[config.mk]
export PLATFORM = sky130hd
export DESIGN_NAME = tgm_tone_ctrl
export DESIGN_NICKNAME = d
export VERILOG_FILES = /design/src/verilog/tgm_pkg.sv /design/src/verilog/tgm_synth.sv /design/src/verilog/tgm_quasi_pin.sv /design/src/verilog/tgm_tone_ctrl.sv
export SDC_FILE = /design/constraint.sdc
export NUM_CORES = 1
export LEC_CHECK = 0
export CAP_MARGIN = 20
export CORE_ASPECT_RATIO = 1.75
export CORE_MARGIN = 5
export CORE_UTILIZATION = 53
export DETAILED_ROUTE_END_ITERATION = 8
export DONT_BUFFER_PORTS = 1
export PLACE_DENSITY = 0.67
export REMOVE_ABC_BUFFERS = 1
export SYNTH_ARGS = -nofsm -noshare
export SYNTH_HDL_FRONTEND = slang
export SYNTH_HIERARCHICAL = 1
export SYNTH_SLANG_ARGS = --single-unit
[constraint.sdc]
create_clock -name clk -period 7.6 [get_ports clk]
set_input_delay 0.76 -clock clk [delete_from_list [all_inputs] [get_ports clk]]
set_output_delay 0.76 -clock clk [all_outputs]
set_load 0.02 [all_outputs]
[src/verilog/tgm_pkg.sv]
// Shared constants and types for the tone generator melody control block
package tgm_pkg;

	// ==========================================================
	// Register map
	localparam int ADDR_W = 8;
	localparam int DATA_W = 8;
	localparam logic [7:0] ADDR_HIGH_TONE_DIVISOR = 8'h11;
	localparam logic [7:0] ADDR_LOW_TONE_DIVISOR = 8'h12;
	localparam logic [7:0] ADDR_MELODY_CONTROL = 8'h13;
	localparam logic [7:0] ADDR_PIN_STATUS = 8'h14;

	// ==========================================================
	// Field positions
	localparam int MELODY_ENABLE_BIT = 0;
	localparam int PIN_PORT_FF_BIT = 0;
	localparam int PIN_LEVEL_BIT = 1;
	localparam int HIGH_ACTIVE_BIT = 2;
	localparam int LOW_ACTIVE_BIT = 3;
	localparam int GEN_ACTIVE_BIT = 4;

	// ==========================================================
	// Reset values
	localparam logic [7:0] RST_DIVISOR = 8'h00;
	localparam logic RST_MELODY_ENABLE = 1'b0;
	localparam logic RST_PORT_FF = 1'b1;

	// ==========================================================
	// Synthesizer timing: period is 23 * (x + 2) clocks
	localparam logic [4:0] STEPS_PER_PERIOD = 5'h17;
	localparam logic [4:0] LAST_STEP = 5'h16;
	localparam logic [4:0] DUTY_HIGH_STEPS = 5'h0c;
	localparam logic [8:0] DIVISOR_OFFSET = 9'h002;

	// ==========================================================
	// Tone sum: low group about 2 dB below high group
	localparam logic signed [7:0] LOW_ATTEN_NUM = 8'sh33;
	localparam int LOW_ATTEN_SHIFT = 6;
	localparam logic [9:0] TONE_MIDSCALE = 10'h200;

	// ==========================================================
	// Synthesizer states
	typedef enum logic [1:0] {
		SYN_IDLE = 2'b01,
		SYN_RUN = 2'b10
	} tgm_syn_state_t;

endpackage

[src/verilog/tgm_synth.sv]
// One digital synthesizer channel: sine sample and 12/23 square wave
`timescale 1ns/100ps
module tgm_synth (
	// Clock and reset
	input wire logic clk,
	input wire logic rst_n,
	// Divisor from its register
	input wire logic [7:0] divisor,
	// Channel outputs
	output logic signed [7:0] sample,
	output logic square,
	output logic active
);

	tgm_pkg::tgm_syn_state_t state;
	logic [7:0] cur_div;
	logic [8:0] pre_cnt;
	logic [4:0] phase;

	wire div_zero = (divisor == 8'h00);
	wire [8:0] pre_last = {1'b0, cur_div} + tgm_pkg::DIVISOR_OFFSET - 9'h001;
	wire step = (pre_cnt == pre_last);
	wire period_end = step && (phase == tgm_pkg::LAST_STEP);

	// Prescaler runs x+2 clocks per step, 23 steps per period
	always_ff @(posedge clk) begin
		if (!rst_n) begin
			state <= tgm_pkg::SYN_IDLE;
			cur_div <= tgm_pkg::RST_DIVISOR;
			pre_cnt <= 9'h000;
			phase <= 5'h00;
		end else begin
			case (state)
				tgm_pkg::SYN_IDLE: begin
					pre_cnt <= 9'h000;
					phase <= 5'h00;
					if (!div_zero) begin
						cur_div <= divisor;
						state <= tgm_pkg::SYN_RUN;
					end
				end
				tgm_pkg::SYN_RUN: begin
					if (div_zero) begin
						state <= tgm_pkg::SYN_IDLE; // RULE12
					end else if (step) begin
						pre_cnt <= 9'h000;
						phase <= period_end ? 5'h00 : phase + 5'h01;
						if (period_end) begin
							cur_div <= divisor; // RULE15
						end
					end else begin
						pre_cnt <= pre_cnt + 9'h001;
					end
				end
				default: begin
					state <= tgm_pkg::SYN_IDLE;
				end
			endcase
		end
	end

	// 23-point sine table, amplitude 120
	function automatic logic signed [7:0] sine_of(input logic [4:0] p);
		case (p)
			5'h00: sine_of = 8'sh00;
			5'h01: sine_of = 8'sh20;
			5'h02: sine_of = 8'sh3e;
			5'h03: sine_of = 8'sh58;
			5'h04: sine_of = 8'sh6b;
			5'h05: sine_of = 8'sh75;
			5'h06: sine_of = 8'sh78;
			5'h07: sine_of = 8'sh71;
			5'h08: sine_of = 8'sh62;
			5'h09: sine_of = 8'sh4c;
			5'h0a: sine_of = 8'sh30;
			5'h0b: sine_of = 8'sh10;
			5'h0c: sine_of = -8'sh10;
			5'h0d: sine_of = -8'sh30;
			5'h0e: sine_of = -8'sh4c;
			5'h0f: sine_of = -8'sh62;
			5'h10: sine_of = -8'sh71;
			5'h11: sine_of = -8'sh78;
			5'h12: sine_of = -8'sh75;
			5'h13: sine_of = -8'sh6b;
			5'h14: sine_of = -8'sh58;
			5'h15: sine_of = -8'sh3e;
			5'h16: sine_of = -8'sh20;
			default: sine_of = 8'sh00;
		endcase
	endfunction

	assign active = (state == tgm_pkg::SYN_RUN);
	assign sample = active ? sine_of(phase) : 8'sh00; // RULE10
	assign square = active && (phase < tgm_pkg::DUTY_HIGH_STEPS); // RULE13

endmodule

[src/verilog/tgm_quasi_pin.sv]
// Quasi-bidirectional port line shared with the melody square wave
`timescale 1ns/100ps
module tgm_quasi_pin (
	// Clock and reset
	input wire logic clk,
	input wire logic rst_n,
	// Port flip-flop access
	input wire logic port_wr,
	input wire logic port_wdata,
	output logic port_ff,
	output logic pin_level,
	// Melody source
	input wire logic melody_enable,
	input wire logic melody_level,
	// Pad
	input wire logic pin_in,
	output logic pin_out,
	output logic pin_oe
);

	logic sync_a;
	logic sync_b;

	// Melody only pulls low; a set port flip-flop lets it through
	wire drive_level = melody_enable ? (port_ff & melody_level) : port_ff; // RULE5 RULE6 RULE8

	always_ff @(posedge clk) begin
		if (!rst_n) begin
			port_ff <= tgm_pkg::RST_PORT_FF;
			sync_a <= 1'b1;
			sync_b <= 1'b1;
			pin_out <= 1'b1;
			pin_oe <= 1'b0;
		end else begin
			if (port_wr) begin
				port_ff <= port_wdata; // RULE7
			end
			sync_a <= pin_in;
			sync_b <= sync_a;
			// High is left to the pull-up, low is driven hard
			pin_out <= drive_level;
			pin_oe <= ~drive_level;
		end
	end

	assign pin_level = sync_b; // RULE7

endmodule

[src/verilog/tgm_tone_ctrl.sv]
// Tone generator control: divisor and melody registers, tone sum, melody pin
//
// Function
// RULE1 - Tone output released while no channel runs
// RULE2 - Write-only divisors at 11H and 12H
// RULE3 - Read/write melody control at 13H
// RULE4 - Melody control bits seven to one zero
// RULE5 - Enable clear: pin is plain port line
// RULE6 - Enable set: melody square wave on pin
// RULE7 - Port flip-flop and pin stay accessible
// RULE8 - Software keeps port flip-flop high meanwhile
// RULE9 - High divisor zero with enable: pin high
// RULE10 - Sine on tone output, square on pin
// RULE11 - Frequency is clock over 23(x+2)
// RULE12 - Zero divisor stops channel; both stop generator
// RULE13 - Melody from high divisor, duty 12/23
// RULE14 - Reset clears divisors and melody enable
// RULE15 - New divisor applied at period boundary
`timescale 1ns/100ps
module tgm_tone_ctrl (
	// Clock and reset
	input wire logic clk,
	input wire logic rst_n,
	// Register port
	input wire logic [7:0] addr,
	input wire logic [7:0] wr_data,
	input wire logic wr_en,
	input wire logic rd_en,
	output logic [7:0] rd_data,
	// Tone output sample and its enable
	output logic [9:0] tone_sample,
	output logic tone_oe,
	// Shared melody pin
	input wire logic shared_melody_pin_in,
	output logic shared_melody_pin_out,
	output logic shared_melody_pin_oe
);

	// ==========================================================
	// Registers
	logic [7:0] high_tone_divisor;
	logic [7:0] low_tone_divisor;
	logic melody_enable;

	wire sel_high = (addr == tgm_pkg::ADDR_HIGH_TONE_DIVISOR);
	wire sel_low = (addr == tgm_pkg::ADDR_LOW_TONE_DIVISOR);
	wire sel_mel = (addr == tgm_pkg::ADDR_MELODY_CONTROL);
	wire sel_pin = (addr == tgm_pkg::ADDR_PIN_STATUS);

	always_ff @(posedge clk) begin
		if (!rst_n) begin
			high_tone_divisor <= tgm_pkg::RST_DIVISOR; // RULE14
			low_tone_divisor <= tgm_pkg::RST_DIVISOR; // RULE14
			melody_enable <= tgm_pkg::RST_MELODY_ENABLE; // RULE14
		end else if (wr_en) begin
			if (sel_high) begin
				high_tone_divisor <= wr_data; // RULE2
			end
			if (sel_low) begin
				low_tone_divisor <= wr_data; // RULE2
			end
			if (sel_mel) begin
				melody_enable <= wr_data[tgm_pkg::MELODY_ENABLE_BIT]; // RULE3
			end
		end
	end

	// ==========================================================
	// Synthesizers
	logic signed [7:0] high_sample;
	logic signed [7:0] low_sample;
	logic high_square;
	logic high_active;
	logic low_active;

	// Each channel runs at clk / (23 * (x + 2))
	tgm_synth u_high ( // RULE11
		.clk(clk),
		.rst_n(rst_n),
		.divisor(high_tone_divisor),
		.sample(high_sample),
		.square(high_square),
		.active(high_active)
	);

	tgm_synth u_low ( // RULE11
		.clk(clk),
		.rst_n(rst_n),
		.divisor(low_tone_divisor),
		.sample(low_sample),
		.square(),
		.active(low_active)
	);

	// ==========================================================
	// Tone sum
	wire gen_active = high_active | low_active; // RULE12
	wire signed [15:0] low_scaled_full = low_sample * tgm_pkg::LOW_ATTEN_NUM;
	wire signed [9:0] low_scaled = 10'(low_scaled_full >>> tgm_pkg::LOW_ATTEN_SHIFT);
	wire signed [9:0] tone_sum = 10'(high_sample) + low_scaled;
	wire [9:0] tone_code = tgm_pkg::TONE_MIDSCALE + $unsigned(tone_sum); // RULE10

	// Sample is parked at midscale so the DAC settles quietly when released
	always_ff @(posedge clk) begin
		if (!rst_n) begin
			tone_sample <= tgm_pkg::TONE_MIDSCALE;
			tone_oe <= 1'b0;
		end else begin
			tone_sample <= gen_active ? tone_code : tgm_pkg::TONE_MIDSCALE;
			tone_oe <= gen_active; // RULE1
		end
	end

	// ==========================================================
	// Melody pin
	logic port_ff;
	logic pin_level;

	// A zero high divisor holds the melody level high, so the pin idles high.
	// The channel starts a cycle after its write, so the level stays high until
	// the square runs; otherwise a one-cycle low glitch would appear on the pin.
	wire melody_idle = (high_tone_divisor == 8'h00) || !high_active;
	wire melody_level = melody_idle ? 1'b1 : high_square; // RULE9 RULE13
	wire port_wr = wr_en && sel_pin;

	tgm_quasi_pin u_pin (
		.clk(clk),
		.rst_n(rst_n),
		.port_wr(port_wr),
		.port_wdata(wr_data[tgm_pkg::PIN_PORT_FF_BIT]),
		.port_ff(port_ff),
		.pin_level(pin_level),
		.melody_enable(melody_enable),
		.melody_level(melody_level),
		.pin_in(shared_melody_pin_in),
		.pin_out(shared_melody_pin_out),
		.pin_oe(shared_melody_pin_oe)
	);

	// ==========================================================
	// Read path
	wire [7:0] mel_read = {7'h00, melody_enable}; // RULE4
	wire [7:0] pin_read = {3'h0, gen_active, low_active, high_active, pin_level, port_ff}; // RULE7
	// Divisors are write-only and read back as zero, like unmapped space
	wire [7:0] next_rd_data = !rd_en ? 8'h00 : sel_mel ? mel_read : sel_pin ? pin_read : 8'h00;

	always_ff @(posedge clk) begin
		if (!rst_n) begin
			rd_data <= 8'h00;
		end else begin
			rd_data <= next_rd_data; // RULE3
		end
	end

endmodule

==> run metrics <==
Die Footprint=~17000 um^2; Site Rows=57; Clock Latency Late Sink=0.35 ns; Worst EP required=between 7 and 8 ns; Fin. Hold Viols=0; worst hold path startpoint=u_pin/sync_a; placed instance count=982; Crit path arrival time=between 5 and 6 ns; # DRC=0; Post-Synthesis Cells=about 840; Hold Path Sink=u_pin/pin_level; CP bufs+invs=6; Pins Over Slew Limit=0; first-pass GRT wire length=between 20 and 30 mm; crit share post-route=0.747; IO Count=42; final worst path period need=~5.7 ns; RSZ-0062 raised after global routing=no; Antenna Nets Post-Route=0; Hold Path Stages=1; Crit path max-delay family=adder cells; leakage power=3.42 nW; f_max=0.176 GHz; critical path class=register to register; fraction of layout cells with a size suffix above 1=0.0840; Vias=slightly below 6000; Syn Area/Cell=between 8 and 9 um^2; Max IR drop VDD=~0.00012 V; CP max stage delay=0.49 ns; Max-Cap Viols=0; synthesized cell area=7470 um^2; CTS root buf=clkbuf_16; fin nets=roughly 900; initial antenna violation count=0; vias in the first global route=5922; CTS tree=yes; hold_buf cts=0; R2R Path Start=u_low/state[0]; Die Y=167 um; H-tree levels=3; Iteration-0 DRC Markers=roughly 290; clk slew on worst S/H paths=0.07 ns; GP Congestion=roughly 0.95; final setup TNS=0 ns; worst clock skew=between 0.006 and 0.007 ns; crit-path max FO=21; RR Endpoint=tone_sample[8]; worst slew pin tran=0.974 ns; n_diodes=0; CP most frequent cell=ha_1; total power=between 1 and 1.5 mW; Vias per Instance=5.83; CTS Sinks=about 100; Resized cells post-CTS=0; post-place setup slack=between 1.5 and 2 ns; Num CTS Buffers=9; initial core utilization=0.540; worst reg-to-reg path cell count=24; DRT Wirelength=16.2 mm; post-placement cell area=7470 um^2; grt ovf=0; count of final setup violators=0; final instance area=7770 um^2; clock buffer depth=2; largest net degree at the start of global routing=a little under 60; hpwl dp=12.7 mm; Worst path slowest cell=fa_1; endpoint type of the worst setup path=register; WL per Instance=about 16 um; P&R area growth vs syn=4.04%; post-route setup slack=about 1.9 ns; postcts setup bufs=0; run status=complete, no violations; Core Footprint=13800 um^2; CP Cell Sequence=inv_1, ha_1, buf_4, and2_1, ha_1, inv_1, fa_1, inv_1, ha_1, inv_1, fa_1, inv_1, ha_1, or2_2, and2_1, o41ai_1, a41o_1, nor2_1, ha_1, ha_1, or4_1, o221ai_1, xor2_1, nor2_1; Critical Path Start Type=register; YS warnings=6; Die Width=around 100 um; Core Util, Final=0.561; IO Port Bufs=0; Power per Cell Area=roughly 130 nW/um^2; total track usage=0.199; Hold Path Class=register to register; r2r setup slk=roughly 1.9 ns; WHS=0.420 ns; Finished Layout Cells=~1000; Slew headroom=0.350; DR pass1 iterations=6
routing by layer:
metal / part of all wire / GRT usage
met3: 0.034 / 0.0301
met1: 0.39 / 0.213
met5: 0 / 0
met4: 0.036 / 0.0945
met2: 0.54 / 0.370
final cells by class:
cell class,count,area (um^2)
tap,177,221
clock inverter,7,73.8
multi-input combinational,642,4970
sequential,102,2040
fill,1260,6070
inverter,60,228
timing repair buffer,1,7.51
clock buffer,9,225
report_power, final:
group          switching, mW  internal, mW
Combinational         0.0121       0.00868
Clock                  0.206         0.256
Sequential          0.000839         0.535
worst max-delay path by stage:
stage	slack (ns)	cells after the start	end	start
6_report	1.92	24	tone_sample[8]	u_low/state[0]
5_1_grt	1.39	20	tone_sample[9]	u_low/state[0]
4_1_cts	1.87	20	tone_sample[9]	u_low/state[0]
3_5_place_dp	1.87	20	tone_sample[9]	u_low/state[0]
3_3_place_gp	2.00	24	tone_sample[9]	u_low/state[0]
2_1_floorplan	1.98	20	tone_sample[9]	u_low/state[0]
placed cells by master (no fill, tap or decap), drive strengths merged, types with 8 or more instances in the layout:
cell type and n:
a211oi 11, a21oi 31, and2 26, and3 12
clkbuf 9, dfxtp 102, fa 13, ha 73
inv 60, mux2i 27, nand2 59, nand2b 8
nand3 41, nand4 12, nor2 58, nor2b 21
nor3 15, nor4 10, o21a 10, o21ai 43
xnor2 31, xor2 24
(Power assumes the default switching activity.)
